===== src/cis_pkg.sv =====
package cis_pkg;

	// Register offsets on the plain register port
	localparam logic [7:0] ADDR_IRQ_CTRL    = 8'h00;
	localparam logic [7:0] ADDR_OPTION      = 8'h01;
	localparam logic [7:0] ADDR_EVT_STATUS  = 8'h02;
	localparam logic [7:0] ADDR_EVT_MASK    = 8'h03;
	localparam logic [7:0] ADDR_CORE_STATE  = 8'h04;

	// Interrupt control register fields
	localparam int BIT_PORT_FLAG   = 0;
	localparam int BIT_EXT_FLAG    = 1;
	localparam int BIT_TIMER_FLAG  = 2;
	localparam int BIT_PORT_EN     = 3;
	localparam int BIT_EXT_EN      = 4;
	localparam int BIT_TIMER_EN    = 5;
	localparam int BIT_GLOBAL_EN   = 7;

	// Option register field
	localparam int BIT_EDGE_POL    = 6;

	// Event status and mask fields
	localparam int EVT_EXT         = 0;
	localparam int EVT_TIMER       = 1;
	localparam int EVT_PORT        = 2;
	localparam int EVT_WAKE        = 3;

	// Reset values
	localparam logic [7:0] IRQ_CTRL_RST  = 8'h00;
	localparam logic       EDGE_POL_RST  = 1'b0;
	localparam logic [3:0] EVT_MASK_RST  = 4'h0;

	// Core and stack figures
	localparam int         PC_W            = 13;
	localparam int         STACK_DEPTH     = 8;
	localparam int         STACK_PTR_W     = 3;
	localparam int         NUM_IRQ_SOURCES = 14;
	localparam int         NUM_AUX_SOURCES = NUM_IRQ_SOURCES - 3;
	localparam logic [12:0] IRQ_VECTOR     = 13'h0004;
	localparam logic [7:0] TIMER_MAX       = 8'hFF;
	localparam logic [7:0] TIMER_ZERO      = 8'h00;

	// Sequencer states, one-hot
	typedef enum logic [2:0] {
		ST_RUN   = 3'b001,
		ST_SLEEP = 3'b010,
		ST_WAKE  = 3'b100
	} cis_state_t;

	// Register port request
	typedef struct packed {
		logic [7:0] addr;
		logic [7:0] wdata;
		logic       wr;
		logic       rd;
	} cis_regbus_t;

	// Requests from the core sequencer
	typedef struct packed {
		logic            sleep_enter;
		logic            irq_ack;
		logic            call_push;
		logic            ret_pop;
		logic [12:0]     pc;
	} cis_core_req_t;

endpackage


===== src/cis_irq_sources.sv =====
// Design decisions made here: strobed register access and the register addresses.
`timescale 1ns/1ps

// Overview of operation
// External pin detects rising edges when polarity bit is one, falling when zero.
// A valid external pin edge sets the external flag, control bit 1.
// Clearing external enable, control bit 4, stops that flag raising a request.
// Software clears the external flag itself before enabling it again.
// External pin wakes sleep only if its enable was set before sleep.
// After wake, branch to vector only when global enable is set.
// Timer rolling from its maximum to zero sets overflow flag, control bit 2.
// Timer overflow enable, control bit 5, gates the overflow request.
// Any level change on port pins 7 to 4 sets port flag, bit 0.
// A dedicated port change enable bit gates the port change request.
// Taking an interrupt pushes only the return program counter.
// Software saves working register, status and page latch itself.
// Return address stack holds eight entries.
// Request logic serves fourteen interrupt sources in all.
// A taken interrupt loads the program counter with vector 0004h.
// Request is OR of flag-and-enable pairs, gated by global enable.
module cis_irq_sources (
	// Clock and reset
	input  wire logic                  clk,
	input  wire logic                  reset,
	// Register port
	input  wire logic [7:0]            reg_addr,
	input  wire logic [7:0]            reg_wdata,
	input  wire logic                  reg_wr,
	input  wire logic                  reg_rd,
	output logic [7:0]                 reg_rdata,
	// Event sources
	input  wire logic                  ext_irq_pin,
	input  wire logic [7:0]            eight_bit_timer_count,
	input  wire logic [7:4]            upper_nibble_port,
	input  wire logic [10:0]           aux_flags,
	input  wire logic [10:0]           aux_enables,
	// Core sequencer
	input  wire logic                  sleep_enter,
	input  wire logic                  irq_ack,
	input  wire logic                  call_push,
	input  wire logic                  ret_pop,
	input  wire logic [12:0]           return_pc,
	output logic                       irq_req,
	output logic                       wake,
	output logic                       wake_to_vector,
	output logic                       pc_load,
	output logic [12:0]                vector_pc,
	output logic [12:0]                stack_top,
	// Interrupt line to the system
	output logic                       irq_out
);

	typedef struct packed {
		cis_pkg::cis_state_t st;
		logic [7:0]          irq_ctrl;
		logic                edge_pol;
		logic [3:0]          evt_status;
		logic [3:0]          evt_mask;
		logic [7:0]          rdata;
		logic [7:0]          last_timer;
		logic                timer_primed;
		logic [2:0]          sleep_en;
		logic                pc_load;
		logic [12:0]         vector_pc;
	} cis_main_state_t;

	cis_main_state_t       q;
	cis_main_state_t       next_q;
	cis_pkg::cis_regbus_t  bus;
	cis_pkg::cis_core_req_t core;
	logic                  ext_hit;
	logic                  port_hit;
	logic                  timer_ovf;
	logic                  pend_ext;
	logic                  pend_timer;
	logic                  pend_port;
	logic                  pend_aux;
	logic                  any_pend;
	logic                  global_en;
	logic                  wake_cond;
	logic [3:0]            stack_level;

	// Bundle the port signals so decode and sequencing read one carrier each
	assign bus.addr         = reg_addr;
	assign bus.wdata        = reg_wdata;
	assign bus.wr           = reg_wr;
	assign bus.rd           = reg_rd;
	assign core.sleep_enter = sleep_enter;
	assign core.irq_ack     = irq_ack;
	assign core.call_push   = call_push;
	assign core.ret_pop     = ret_pop;
	assign core.pc          = return_pc;

	// External pin edge, direction picked by the polarity bit
	cis_change_detect #(
		.W(1)
	) u_ext_edge (
		.clk     (clk),
		.reset   (reset),
		.sig     (ext_irq_pin),
		.rise_en (q.edge_pol),
		.fall_en (~q.edge_pol),
		.hit     (ext_hit)
	);

	// Upper nibble port, any change in either direction counts
	cis_change_detect #(
		.W(4)
	) u_port_change (
		.clk     (clk),
		.reset   (reset),
		.sig     (upper_nibble_port),
		.rise_en (1'b1),
		.fall_en (1'b1),
		.hit     (port_hit)
	);

	// Return addresses only; working register and status stay with software
	cis_return_stack u_stack (
		.clk       (clk),
		.reset     (reset),
		.push      (core.irq_ack | core.call_push),
		.pop       (core.ret_pop),
		.push_data (core.pc),
		.top       (stack_top),
		.level     (stack_level)
	);

	// Rollover seen between two consecutive timer samples
	assign timer_ovf = q.timer_primed & (q.last_timer == cis_pkg::TIMER_MAX)
		& (eight_bit_timer_count == cis_pkg::TIMER_ZERO);

	// Each flag paired with its own enable
	assign global_en  = q.irq_ctrl[cis_pkg::BIT_GLOBAL_EN];
	assign pend_ext   = q.irq_ctrl[cis_pkg::BIT_EXT_FLAG] & q.irq_ctrl[cis_pkg::BIT_EXT_EN];
	assign pend_timer = q.irq_ctrl[cis_pkg::BIT_TIMER_FLAG] & q.irq_ctrl[cis_pkg::BIT_TIMER_EN];
	assign pend_port  = q.irq_ctrl[cis_pkg::BIT_PORT_FLAG] & q.irq_ctrl[cis_pkg::BIT_PORT_EN];
	assign pend_aux   = |(aux_flags & aux_enables);
	assign any_pend   = pend_ext | pend_timer | pend_port | pend_aux;

	// Request to the core; flags latch regardless, only the request is gated
	assign irq_req = global_en & any_pend;

	// Wake uses enables captured at sleep entry, so enabling late does not wake
	assign wake_cond = (q.irq_ctrl[cis_pkg::BIT_EXT_FLAG] & q.sleep_en[0])
		| (q.irq_ctrl[cis_pkg::BIT_TIMER_FLAG] & q.sleep_en[1])
		| (q.irq_ctrl[cis_pkg::BIT_PORT_FLAG] & q.sleep_en[2]);

	// Handshake outputs straight from state
	assign wake           = (q.st == cis_pkg::ST_WAKE);
	assign wake_to_vector = wake & global_en;
	assign pc_load        = q.pc_load;
	assign vector_pc      = q.vector_pc;
	assign reg_rdata      = q.rdata;
	assign irq_out        = |(q.evt_status & q.evt_mask);

	// Next state: register port, flag setting, sleep sequencing and vectoring
	always_comb begin
		next_q = q;

		// Timer history for rollover detection
		next_q.last_timer   = eight_bit_timer_count;
		next_q.timer_primed = 1'b1;

		// Register writes; software may clear flags, hardware sets below win
		if (bus.wr) begin
			case (bus.addr)
				cis_pkg::ADDR_IRQ_CTRL: begin
					next_q.irq_ctrl = bus.wdata;
				end
				cis_pkg::ADDR_OPTION: begin
					next_q.edge_pol = bus.wdata[cis_pkg::BIT_EDGE_POL];
				end
				cis_pkg::ADDR_EVT_MASK: begin
					next_q.evt_mask = bus.wdata[3:0];
				end
				default: begin
				end
			endcase
		end

		// Taking an interrupt drops the global enable to block nesting
		if (core.irq_ack) begin
			next_q.irq_ctrl[cis_pkg::BIT_GLOBAL_EN] = 1'b0;
		end

		// Hardware flag sets, applied after any software clear
		if (ext_hit) begin
			next_q.irq_ctrl[cis_pkg::BIT_EXT_FLAG] = 1'b1;
		end
		if (timer_ovf) begin
			next_q.irq_ctrl[cis_pkg::BIT_TIMER_FLAG] = 1'b1;
		end
		if (port_hit) begin
			next_q.irq_ctrl[cis_pkg::BIT_PORT_FLAG] = 1'b1;
		end

		// Read data, registered for the cycle after the strobe
		next_q.rdata = 8'h00;
		if (bus.rd) begin
			case (bus.addr)
				cis_pkg::ADDR_IRQ_CTRL: begin
					next_q.rdata = q.irq_ctrl;
				end
				cis_pkg::ADDR_OPTION: begin
					next_q.rdata = {1'b0, q.edge_pol, 6'h00};
				end
				cis_pkg::ADDR_EVT_STATUS: begin
					next_q.rdata = {4'h0, q.evt_status};
				end
				cis_pkg::ADDR_EVT_MASK: begin
					next_q.rdata = {4'h0, q.evt_mask};
				end
				cis_pkg::ADDR_CORE_STATE: begin
					next_q.rdata = {1'b0, q.st, stack_level};
				end
				default: begin
					next_q.rdata = 8'h00;
				end
			endcase
		end

		// Sticky event status: read clears, a same-cycle event survives
		if (bus.rd && (bus.addr == cis_pkg::ADDR_EVT_STATUS)) begin
			next_q.evt_status = 4'h0;
		end
		next_q.evt_status[cis_pkg::EVT_EXT]   = next_q.evt_status[cis_pkg::EVT_EXT] | ext_hit;
		next_q.evt_status[cis_pkg::EVT_TIMER] = next_q.evt_status[cis_pkg::EVT_TIMER] | timer_ovf;
		next_q.evt_status[cis_pkg::EVT_PORT]  = next_q.evt_status[cis_pkg::EVT_PORT] | port_hit;
		next_q.evt_status[cis_pkg::EVT_WAKE]  = next_q.evt_status[cis_pkg::EVT_WAKE] | (q.st == cis_pkg::ST_WAKE);

		// Vector load follows an accepted interrupt by one cycle
		next_q.pc_load = core.irq_ack;
		if (core.irq_ack) begin
			next_q.vector_pc = cis_pkg::IRQ_VECTOR;
		end

		// Sleep sequencer
		case (q.st)
			cis_pkg::ST_RUN: begin
				if (core.sleep_enter) begin
					next_q.st       = cis_pkg::ST_SLEEP;
					next_q.sleep_en = {q.irq_ctrl[cis_pkg::BIT_PORT_EN], q.irq_ctrl[cis_pkg::BIT_TIMER_EN],
						q.irq_ctrl[cis_pkg::BIT_EXT_EN]};
				end
			end
			cis_pkg::ST_SLEEP: begin
				if (wake_cond) begin
					next_q.st = cis_pkg::ST_WAKE;
				end
			end
			cis_pkg::ST_WAKE: begin
				next_q.st = cis_pkg::ST_RUN;
			end
			default: begin
				next_q.st = cis_pkg::ST_RUN;
			end
		endcase
	end

	// State register
	always_ff @(posedge clk) begin
		if (reset) begin
			q            <= '0;
			q.st         <= cis_pkg::ST_RUN;
			q.irq_ctrl   <= cis_pkg::IRQ_CTRL_RST;
			q.edge_pol   <= cis_pkg::EDGE_POL_RST;
			q.evt_mask   <= cis_pkg::EVT_MASK_RST;
		end else begin
			q <= next_q;
		end
	end
endmodule // cis_irq_sources


===== src/cis_change_detect.sv =====
`timescale 1ns/1ps

module cis_change_detect #(
	parameter int W = 1
) (
	// Clock and reset
	input  wire logic         clk,
	input  wire logic         reset,
	// Sampled lines and edge selection
	input  wire logic [W-1:0] sig,
	input  wire logic         rise_en,
	input  wire logic         fall_en,
	// Registered detection pulse
	output logic              hit
);

	typedef struct packed {
		logic [W-1:0] prev;
		logic         primed;
		logic         hit;
	} cis_det_state_t;

	cis_det_state_t q;
	cis_det_state_t next_q;

	// First sample after reset only loads history, so a pin already high is no edge
	always_comb begin
		next_q        = q;
		next_q.prev   = sig;
		next_q.primed = 1'b1;
		next_q.hit    = q.primed & (|((sig & ~q.prev & {W{rise_en}}) | (~sig & q.prev & {W{fall_en}})));
	end

	// State register
	always_ff @(posedge clk) begin
		if (reset) begin
			q <= '0;
		end else begin
			q <= next_q;
		end
	end

	assign hit = q.hit;

endmodule // cis_change_detect


===== src/cis_return_stack.sv =====
`timescale 1ns/1ps

module cis_return_stack (
	// Clock and reset
	input  wire logic        clk,
	input  wire logic        reset,
	// Push and pop
	input  wire logic        push,
	input  wire logic        pop,
	input  wire logic [12:0] push_data,
	// Registered top of stack and fill level
	output logic [12:0]      top,
	output logic [3:0]       level
);

	typedef struct packed {
		logic [cis_pkg::STACK_DEPTH-1:0][12:0] entry;
		logic [cis_pkg::STACK_PTR_W-1:0]       ptr;
		logic [3:0]                            level;
		logic [12:0]                           top;
	} cis_stk_state_t;

	cis_stk_state_t q;
	cis_stk_state_t next_q;

	// Pointer wraps like a ring: a ninth push silently overwrites the oldest entry
	always_comb begin
		next_q = q;
		if (push) begin
			next_q.entry[q.ptr] = push_data;
			next_q.ptr          = q.ptr + 3'h1;
			next_q.top          = push_data;
			if (q.level != 4'(cis_pkg::STACK_DEPTH)) begin
				next_q.level = q.level + 4'h1;
			end
		end else if (pop) begin
			next_q.ptr = q.ptr - 3'h1;
			next_q.top = q.entry[q.ptr - 3'h2];
			if (q.level != 4'h0) begin
				next_q.level = q.level - 4'h1;
			end
		end
	end

	// State register
	always_ff @(posedge clk) begin
		if (reset) begin
			q <= '0;
		end else begin
			q <= next_q;
		end
	end

	assign top   = q.top;
	assign level = q.level;
endmodule // cis_return_stack


===== config.mk =====
export PLATFORM = sky130hd
export DESIGN_NAME = cis_irq_sources
export DESIGN_NICKNAME = d
export VERILOG_FILES = /design/src/cis_pkg.sv /design/src/cis_irq_sources.sv /design/src/cis_change_detect.sv /design/src/cis_return_stack.sv
export SDC_FILE = /design/constraint.sdc
export NUM_CORES = 1
export LEC_CHECK = 0
export ABC_CLOCK_PERIOD_IN_PS = 3050
export BUFFER_PORTS_ARGS = -buffer_cell sky130_fd_sc_hd__buf_2
export CAP_MARGIN = 20
export CORE_UTILIZATION = 55
export CTS_CLUSTER_DIAMETER = 60
export DETAILED_ROUTE_END_ITERATION = 10
export GPL_ROUTABILITY_DRIVEN = 0
export PLACE_DENSITY_LB_ADDON = 0.25
export SETUP_SLACK_MARGIN = 0.15
export SLEW_MARGIN = 20
export SYNTH_ARGS = -nofsm -noshare
export SYNTH_HDL_FRONTEND = slang
export SYNTH_SLANG_ARGS = --single-unit

===== constraint.sdc =====
create_clock -name clk -period 3.05 [get_ports clk]
set_input_delay 0.4575 -clock clk [delete_from_list [all_inputs] [get_ports clk]]
set_output_delay 0.4575 -clock clk [all_outputs]
set_load 0.005 [all_outputs]

==> results.toml, run 1 <==
[worst_setup_path]
critical-path-max-stage-delay_ns = 0.81
path_class = "reg2reg"
crit_path_start_kind = "flip-flop"
cp.required_ns = 3.33
critPathMaxFanout = 28
end_kind = "flip-flop"
worstReg2RegEnd = "u_stack.q[112]"
r2r-start = "u_stack.q[17]"
worst_path_max_delay_cell = "nand3_1"
r2r_cells = 3
crit_chain = "nand3_1 > nand2_1 > a21oi_1"
reg2reg_slack_ns = 0.90
crit_arrival_ns = 2.43

[logic_synthesis]
yosys_warnings = 0
synth_top_flop_cell = "dfxtp_1"
syn-cell-area_sq_um = 7740
synth_edf_count = 0
syn_avg_cell_area_sq_um = 8.24
ys_ff_latch = 173
async_reset_ff_frac = 0
synth.distinct_cells = 50
yosysSeqAreaShare = 0.447
syn_inst = 940

[worst_hold_path]
whs_path_depth = 2
hold_end = "q[18]"
worstHoldStart = "eight_bit_timer_count[0]"
hp-class = "in2reg"

[die]
die_area_sq_um = 14600
core-area_sq_um = 13500
start_util = 0.573
die_h_microns = 121
fp-row-count = 42
die_w_microns = 121
ios = 111

[cts]
insertion_delay_ns = 0.43
h-tree-depth = 4
cts_tree = "built"
cts_made_buffers = 17
cts_resized = 0
clock-sinks = 173
cts.clk_slew.worst_paths_ns = 0.06
cts_buffer_depth = 2
cts-root-buf = "clkbuf_16"
ctsHoldBuffers = 0
cts_setup_buffers = 0

[route]
totalWireLength_microns = 19800
via_count = 6734
drt_iter0_markers = 668
via_per_inst = 5.83
drc = 0
ant_nets = 0
wl_per_cell_microns = 17.1
firstDrtPassIters = 7

[final_layout]
nFillCells = 1151
diodes = 0
area.growth.synth_to_final_pct = 11.5
nets = 1044
drive_gt1_frac = 0.174

[power]
powerDensity_nw_per_um2 = 639
p_leak_nw = 3.22
ir_worst_vdd_uv = 551

[global_routing]
gr-total-overflow = 0
antenna_found_initial = 1
grt_pass1_wl_microns = 31300
grt_start_max_net_pins = 163
grt_busiest_layer = "met2"
grt_usage = 0.279
grt_pass1_vias = 6035
met1_usage = 0.368
gr-usage-met3 = 0.0509
grt.met2_usage = 0.457

[timing]
timing.hold.ws_ns = 0.261
worst_pin_slew_ns = 0.844
final.setup.tns_ns = 0
fmax_ghz = 0.464
hold_viol_final = 0
final.setup.worst_slack_ns = 0.896
fin_crit_sh = 0.706
rsz0062_at_grt = "false"
max_slew_margin = 0.436
post-route-min-period_ns = 2.15
setup_viol = 0
finClkSkew_ns = 0.00801
drv_slew = 0

[run_status]
status = "completed"

[placement]
io_buffers = 98
dpl.hpwl_microns = 12200
dp_slack_ns = 0.623

[flow_run]
drv_cap = 0
==> final cells by class <==
class / count / area, sq um / area share
multi-input combinational: 667 / 3760 / 0.436
sequential: 173 / 3460 / 0.401
timing repair buffer: 103 / 556 / 0.0643
clock buffer: 23 / 478 / 0.0554
tap: 176 / 220 / 0.0255
clock inverter: 9 / 135 / 0.0157
inverter: 4 / 15.0 / 0.00174
==> where the power goes <==
part           switching, W  internal [W]
Clock              0.000885       0.00136
Sequential        0.0000893       0.00237
Combinational      0.000495      0.000316
==> how the worst max path moves through the flow <==
stage | from | cells past startpoint | endpoint | slack, ns
detailed placement | irq_ack | 6 | u_stack.q[121] | 0.62
floorplan | call_push | 11 | u_stack.level[2] | 0.51
global placement | irq_ack | 6 | u_stack.q[119] | 0.69
finish | u_stack.q[17] | 3 | u_stack.q[112] | 0.90
global route | u_stack.q[17] | 3 | u_stack.q[112] | 0.78
CTS | u_stack.q[18] | 5 | u_stack.top[12] | 0.65
==> flip-flops by register name, summed over array words and instances (netlist names) <==
signal and count:
vector_pc 1, u_port_change.q 4, u_stack.level 4, global_en 1, pc_load 1, u_port_change.hit 1
u_ext_edge.q 1, u_ext_edge.hit 1, q 31, reg_rdata 8, u_stack.q 107, u_stack.top 13
==> cells by family (layout without fill, tap and decap cells) <==
group,Yosys count,count (layout),synth area share
simple gates,371,371,0.217
compound gates,208,208,0.160
flops,173,173,0.447
buf+inv,111,139,0.0724
mux,62,62,0.0843
xor+xnor,8,8,0.00905
fa+ha+maj,6,6,0.00969
other cells,1,12,0.000484
==> layout by cell type, fill, tap and decap left out, types with 5 or more instances in the layout <==
cell type / count
nor2b_1: 17
nor3b_1: 14
ha_1: 6
a21oi_1: 138
mux2_2: 26
mux2i_1: 36
and2_1: 6
nand3b_1: 5
nor3_1: 8
o32ai_1: 12
conb_1: 12
nor2_1: 24
clkbuf_16: 17
o22ai_1: 14
a22o_1: 13
nor4_1: 5
a31oi_1: 5
nand3_1: 19
dfxtp_1: 172
nand2_1: 243
buf_2: 97
xnor2_1: 8
a22oi_1: 11
or3_1: 7
==> cells in the mapped netlist (2+ instances only) <==
master      n  area [sq um]
a211oi_1    2          15.0
a21oi_1   138           691
a22o_1     13           114
a22oi_1    11          82.6
a31oi_1     5          31.3
and2_1      6          37.5
and3_1      4          25.0
buf_1       4          15.0
buf_2       7          35.0
buf_4      34           255
clkbuf_1   61           229
dfxtp_1   173          3460
ha_1        6          75.1
inv_1       4          15.0
mux2_2     26           293
mux2i_1    36           360
nand2_1   243           912
nand2b_1    3          18.8
nand3_1    19          95.1
nand3b_1    5          37.5
nor2_1     25          93.8
nor2b_1    17           106
nor3_1      8          40.0
nor3b_1    14           105
nor4_1      5          31.3
o21a_1      3          22.5
o21ai_0     2          10.0
o22ai_1    14          87.6
o32ai_1    12           105
or2_2       3          18.8
or3_1       7          43.8
or4_1       4          30.0
or4b_2      2          20.0
xnor2_1     8          70.1
==> critical path: cells and delay by family (launching register included) <==
family | cells | cell delay (ns)
simple gates | 2 | 1.11
flops | 1 | 0.78
compound gates | 1 | 0.10
==> per-stage QoR <==
step	area (sq um)	power (W)	instances	util
after floorplan	7790	0.00308	951	-
after global placement	8020	0.00329	1123	0.594
after detailed placement	8020	0.00330	1123	0.594
after CTS	8630	0.00552	1155	0.639
after global routing	8630	0.00570	1155	0.639
final	8630	0.00552	1155	0.639
==> per-layer routing <==
layer	vias up	wire (microns)
met5	-	13
met4	2	434
met2	257	9520
li1	3236	-
met1	3205	8550
met3	34	1290
No activity file was read; power rests on OpenSTA's default activity.
==> run 2: changes to the inputs <==
--- a/config.mk
+++ b/config.mk
@@ -5,7 +5,7 @@
 export SDC_FILE = /design/constraint.sdc
 export NUM_CORES = 1
 export LEC_CHECK = 0
-export ABC_CLOCK_PERIOD_IN_PS = 3050
+export ABC_CLOCK_PERIOD_IN_PS = 2200
 export BUFFER_PORTS_ARGS = -buffer_cell sky130_fd_sc_hd__buf_2
 export CAP_MARGIN = 20
 export CORE_UTILIZATION = 55
==> constraint.sdc (replaced) <==
create_clock -name clk -period 2.2 [get_ports clk]
set_input_delay 0.33 -clock clk [delete_from_list [all_inputs] [get_ports clk]]
set_output_delay 0.33 -clock clk [all_outputs]
set_load 0.005 [all_outputs]
==> run 2 against run 1 <==
Net effect:
- critical path depth did not move
- sequential power rose by 38%
- die area did not move
- final cell count rose by 2.4%
- wire length rose by 2.0%
- critical path type is now reg2out
==> results.toml, run 2 (synthesis gave the netlist of run 1 again) <==
[worst_hold_path]
worstHoldStart = "eight_bit_timer_count[1]"
hp-class = "in2reg"
whs_path_depth = 2
hold_end = "q[19]"

[worst_setup_path]
path_class = "reg2out"
critPathMaxFanout = 6
r2r_cells = 6
crit_path_start_kind = "flip-flop"
cp.required_ns = 1.87
r2r-start = "u_stack.q[19]"
worstReg2RegEnd = "u_stack.top[8]"
reg2reg_slack_ns = 0.36
crit_arrival_ns = 1.65
end_kind = "output port"

[final_layout]
mostFrequentLayoutCell = "nand2_1"
area.growth.synth_to_final_pct = 13.8
largest_reg_flops = 107
diodes = 0
nets = 1073
layout_common_cells = "243 x nand2_1, 172 x dfxtp_1, 137 x a21oi_1, 97 x buf_2, 36 x mux2i_1"
fin_cells = 1183
multi_input_area_sq_um = 3770
regArea_sq_um = 3460
drive_gt1_frac = 0.197
nFillCells = 1138
regMostFlops = "u_stack.q"
final_util = 0.653

[timing]
max_slew_margin = 0.471
worst_pin_slew_ns = 0.793
drv_slew = 0
fin_crit_sh = 0.899
rsz0062_at_grt = "false"
timing.hold.ws_ns = 0.115
hold_viol_final = 0
post-route-min-period_ns = 1.98
setup_viol = 0
fmax_ghz = 0.506
finClkSkew_ns = 0.0107

[cts]
ctsHoldBuffers = 0
cts_setup_buffers = 0
cts.clk_slew.worst_paths_ns = 0.06
cts-root-buf = "clkbuf_16"
insertion_delay_ns = 0.44
cts_made_buffers = 17
cts_buffer_depth = 2
cts_tree = "built"
cts_resized = 0
h-tree-depth = 4
clock-sinks = 173

[die]
fp-row-count = 42
core-area_sq_um = 13500
die_area_sq_um = 14600
start_util = 0.573
die_w_microns = 121
die_h_microns = 121
ios = 111

[route]
met1_length_microns = 8670
totalWireLength_microns = 20200
top_layer = "met4"
met3_length_microns = 1480
drc = 0
drt_iter0_markers = 628
ant_nets = 0
via_count = 6818
wl_per_cell_microns = 17.1
via_per_inst = 5.76
firstDrtPassIters = 5
wl_met2_microns = 9560

[global_routing]
gr-total-overflow = 0
grt_usage = 0.289
antenna_found_initial = 0
grt_pass1_wl_microns = 32100
grt_pass1_vias = 6233
grt_start_max_net_pins = 163

[power]
ir_worst_vdd_uv = 585
p_leak_nw = 3.35
powerDensity_nw_per_um2 = 851

[placement]
dp.cells = 1152
dpl.hpwl_microns = 12900
io_buffers = 98

[flow_run]
drv_cap = 0

[run_status]
status = "completed"
## run 2: changes by cell type in the layout (fill, tap and decap cells not counted), moves of 2 or more
cell        previous run  this run
clkbuf_1               3         5
bufinv_16              3         1
clkinvlp_4             3         1
clkinv_4               2         0
buf_4                  4        32
## run 2: how the worst max path moves through the flow
stage               slack [ns]      start          endpoint
finish                    0.22      q[53]    wake_to_vector
global route              0.15      q[53]    wake_to_vector
CTS                       0.26      q[53]    wake_to_vector
detailed placement        0.15  call_push  u_stack.level[2]
global placement          0.19  call_push  u_stack.level[2]
floorplan                -0.10  call_push  u_stack.level[2]
## run 2: area by class of cell
| cell class | count | share of cell area |
|---|---|---|
| Tap cell | 176 | 0.0250 |
| Timing Repair Buffer | 132 | 0.0891 |
| Clock buffer | 26 | 0.0566 |
| Multi-Input combinational cell | 667 | 0.428 |
| Sequential cell | 173 | 0.393 |
| Clock inverter | 5 | 0.00639 |
| Inverter | 4 | 0.00170 |
## run 2: power by group
group | internal (W) | total [W] | switching (W)
Clock | 0.00167 | 0.00287 | 0.00120
Combinational | 0.000503 | 0.00124 | 0.000739
Sequential | 0.00329 | 0.00339 | 0.0000997
Total | 0.00547 | 0.00751 | 0.00204
## run 2: through the flow
stage | setup WS, ns | cell area (sq um) | total power (W) | TNS (ns)
floorplan | -0.100 | 7830 | 0.00428 | -0.100
global placement | 0.190 | 8260 | 0.00465 | 0
detailed placement | 0.152 | 8260 | 0.00467 | 0
CTS | 0.256 | 8820 | 0.00752 | 0
global route | 0.153 | 8820 | 0.00781 | 0
finish | 0.223 | 8820 | 0.00751 | 0
## run 2: critical path, stage by stage (launching register included)
cell,delay (ns)
dfxtp_1,0.41
nor3b_1,0.49
and2_1,0.20
buf_2,0.11
## run 2: per-layer routing
metal / global-route usage / vias up
met5: 0 / -
met4: 0.107 / 0
met3: 0.0656 / 50
met2: 0.472 / 294
met1: 0.372 / 3187
li1: - / 3287
==> run 3: changes to the inputs <==
--- a/config.mk
+++ b/config.mk
@@ -5,6 +5,7 @@
 export SDC_FILE = /design/constraint.sdc
 export NUM_CORES = 1
 export LEC_CHECK = 0
+export ABC_AREA = 1
 export ABC_CLOCK_PERIOD_IN_PS = 2200
 export BUFFER_PORTS_ARGS = -buffer_cell sky130_fd_sc_hd__buf_2
 export CAP_MARGIN = 20
==> run 3 against run 2 <==
Net effect:
- area after synthesis rose by 4.0%
- clock skew decreased by 0.0019 ns
- non-clock buffer count is 10 lower
- largest cell class unchanged
==> results.toml, run 3 <==
[power]
p_leak_nw = 4.05
powerDensity_nw_per_um2 = 878
ir_worst_vdd_uv = 570
power_w = 0.00794

[logic_synthesis]
synth_edf_count = 0
syn_inst = 1163
yosysSeqAreaShare = 0.430
synth.distinct_cells = 34
async_reset_ff_frac = 0
syn_avg_cell_area_sq_um = 6.93
yosysTopAreaCellShare = 0.430
yosys-top-cells-count = "222 x nand2_1, 173 x dfxtp_1, 150 x inv_1, 129 x a21oi_1, 124 x o21ai_0"
syn-cell-area_sq_um = 8060
ys_ff_latch = 173
synth_top_flop_cell = "dfxtp_1"
yosysMostFrequentCell = "nand2_1"
yosys_warnings = 0
synthTopCellsByArea = "dfxtp_1 43%, nand2_1 10%, a21oi_1 8.0%"
synth_area_leader_cell = "dfxtp_1"

[final_layout]
diodes = 0
drive_gt1_frac = 0.133
nFillCells = 1297
area.growth.synth_to_final_pct = 12.3
mostFrequentLayoutCell = "nand2_1"
layout_common_cells = "222 x nand2_1, 172 x dfxtp_1, 150 x inv_1, 129 x a21oi_1, 124 x o21ai_0"
regArea_sq_um = 3460
fin_cells = 1410
regMostFlops = "u_stack.q"
final_util = 0.642
multi_input_area_sq_um = 3480
largest_reg_flops = 107
nets = 1299

[route]
ant_nets = 0
firstDrtPassIters = 7
totalWireLength_microns = 20600
drt_iter0_markers = 507
via_count = 7379
wl_met2_microns = 9410
wl_per_cell_microns = 14.6
met1_length_microns = 9550
via_per_inst = 5.23
drc = 0
met3_length_microns = 1190
top_layer = "met4"

[placement]
dpl.hpwl_microns = 13100
io_buffers = 98
dp.cells = 1382

[timing]
fin_crit_sh = 0.812
timing.hold.ws_ns = 0.115
rsz0062_at_grt = "false"
post-route-min-period_ns = 1.79
worst_pin_slew_ns = 0.603
finClkSkew_ns = 0.00885
drv_slew = 0
final.setup.tns_ns = 0
max_slew_margin = 0.597
setup_viol = 0
hold_viol_final = 0
fmax_ghz = 0.559

[cts]
cts.clk_slew.worst_paths_ns = 0.06
h-tree-depth = 4
cts_tree = "built"
ctsHoldBuffers = 0
insertion_delay_ns = 0.43
cts_setup_buffers = 0
cts-root-buf = "clkbuf_16"
cts_buffer_depth = 2
cts_resized = 0
cts_made_buffers = 17
clock-sinks = 173

[worst_setup_path]
critPathMaxFanout = 22
cp.required_ns = 2.50
crit_path_start_kind = "flip-flop"
crit_arrival_ns = 2.09
end_kind = "flip-flop"
path_class = "reg2reg"

[global_routing]
grt_pass1_vias = 6551
grt_usage = 0.286
grt_start_max_net_pins = 94
grt_pass1_wl_microns = 32800
gr-total-overflow = 0
antenna_found_initial = 0

[die]
die_w_microns = 123
die_area_sq_um = 15100
fp-row-count = 43
die_h_microns = 123
start_util = 0.572
ios = 111
core-area_sq_um = 14100

[worst_hold_path]
hp-class = "in2reg"

[flow_run]
drv_cap = 0

[run_status]
status = "completed"
[run 3: cell count changes in the layout (fill, tap and decap cells not counted), moves of 17 or more]
cell	delta
mux2i_1	-36
nand2_1	-21
mux2_2	-26
o21ai_0	+122
nor2b_1	-17
inv_1	+146
nand3_1	+102
nor2_1	+83
[run 3: power breakdown]
part           total (W)  switching, W  internal [W]
registers        0.00345     0.0000991       0.00335
logic            0.00130      0.000851      0.000445
clock network    0.00320       0.00118       0.00201
[run 3: area by class of cell]
cell class | count | share of cell area
flip-flops and latches | 173 | 0.383
repair buffers | 122 | 0.0755
clock inverters | 8 | 0.0185
inverters | 155 | 0.0643
multi-input cells | 752 | 0.384
clock buffers | 20 | 0.0494
well taps | 180 | 0.0249
[run 3: path summary, 6_finish.rpt]
kind,start,end,slack (ns),cells after the start
worst min register to register,u_stack.q[48],u_stack.q[48],0.45,2
worst max-delay path,u_stack.q[17],u_stack.q[34],0.41,5
worst min-delay path,eight_bit_timer_count[5],q[23],0.11,3
worst max register to register,u_stack.q[17],u_stack.q[34],0.41,5
[run 3: critical path, cell delays in order, from the launching register on]
cell     delay [ns]
dfxtp_2        0.57
buf_4          0.32
nand3_1        0.18
buf_4          0.28
o21ai_0        0.24
a21oi_1        0.07
[run 3: metal layers]
metal / vias to the layer above / global-route usage
met5: - / 0
met4: 0 / 0.114
met3: 38 / 0.0512
met2: 223 / 0.443
met1: 3348 / 0.394
li1: 3770 / -
[run 3: logic make-up after synthesis]
family | count (synthesis) | synth area share
AO/OA/AOI/OAI | 258 | 0.162
XOR/XNOR | 6 | 0.00652
adder cells (fa/ha/maj) | 6 | 0.00932
buffers and inverters | 249 | 0.143
flip-flops | 173 | 0.430
other | 1 | 0.000465
AND/OR/NAND/NOR | 470 | 0.248
[run 3: per-stage QoR]
stage	instance area, sq um	setup slack (ns)
floorplan	8100	0.400
global placement	8430	0.493
detailed placement	8430	0.435
CTS	9050	0.401
global route	9050	0.288
finish	9050	0.413
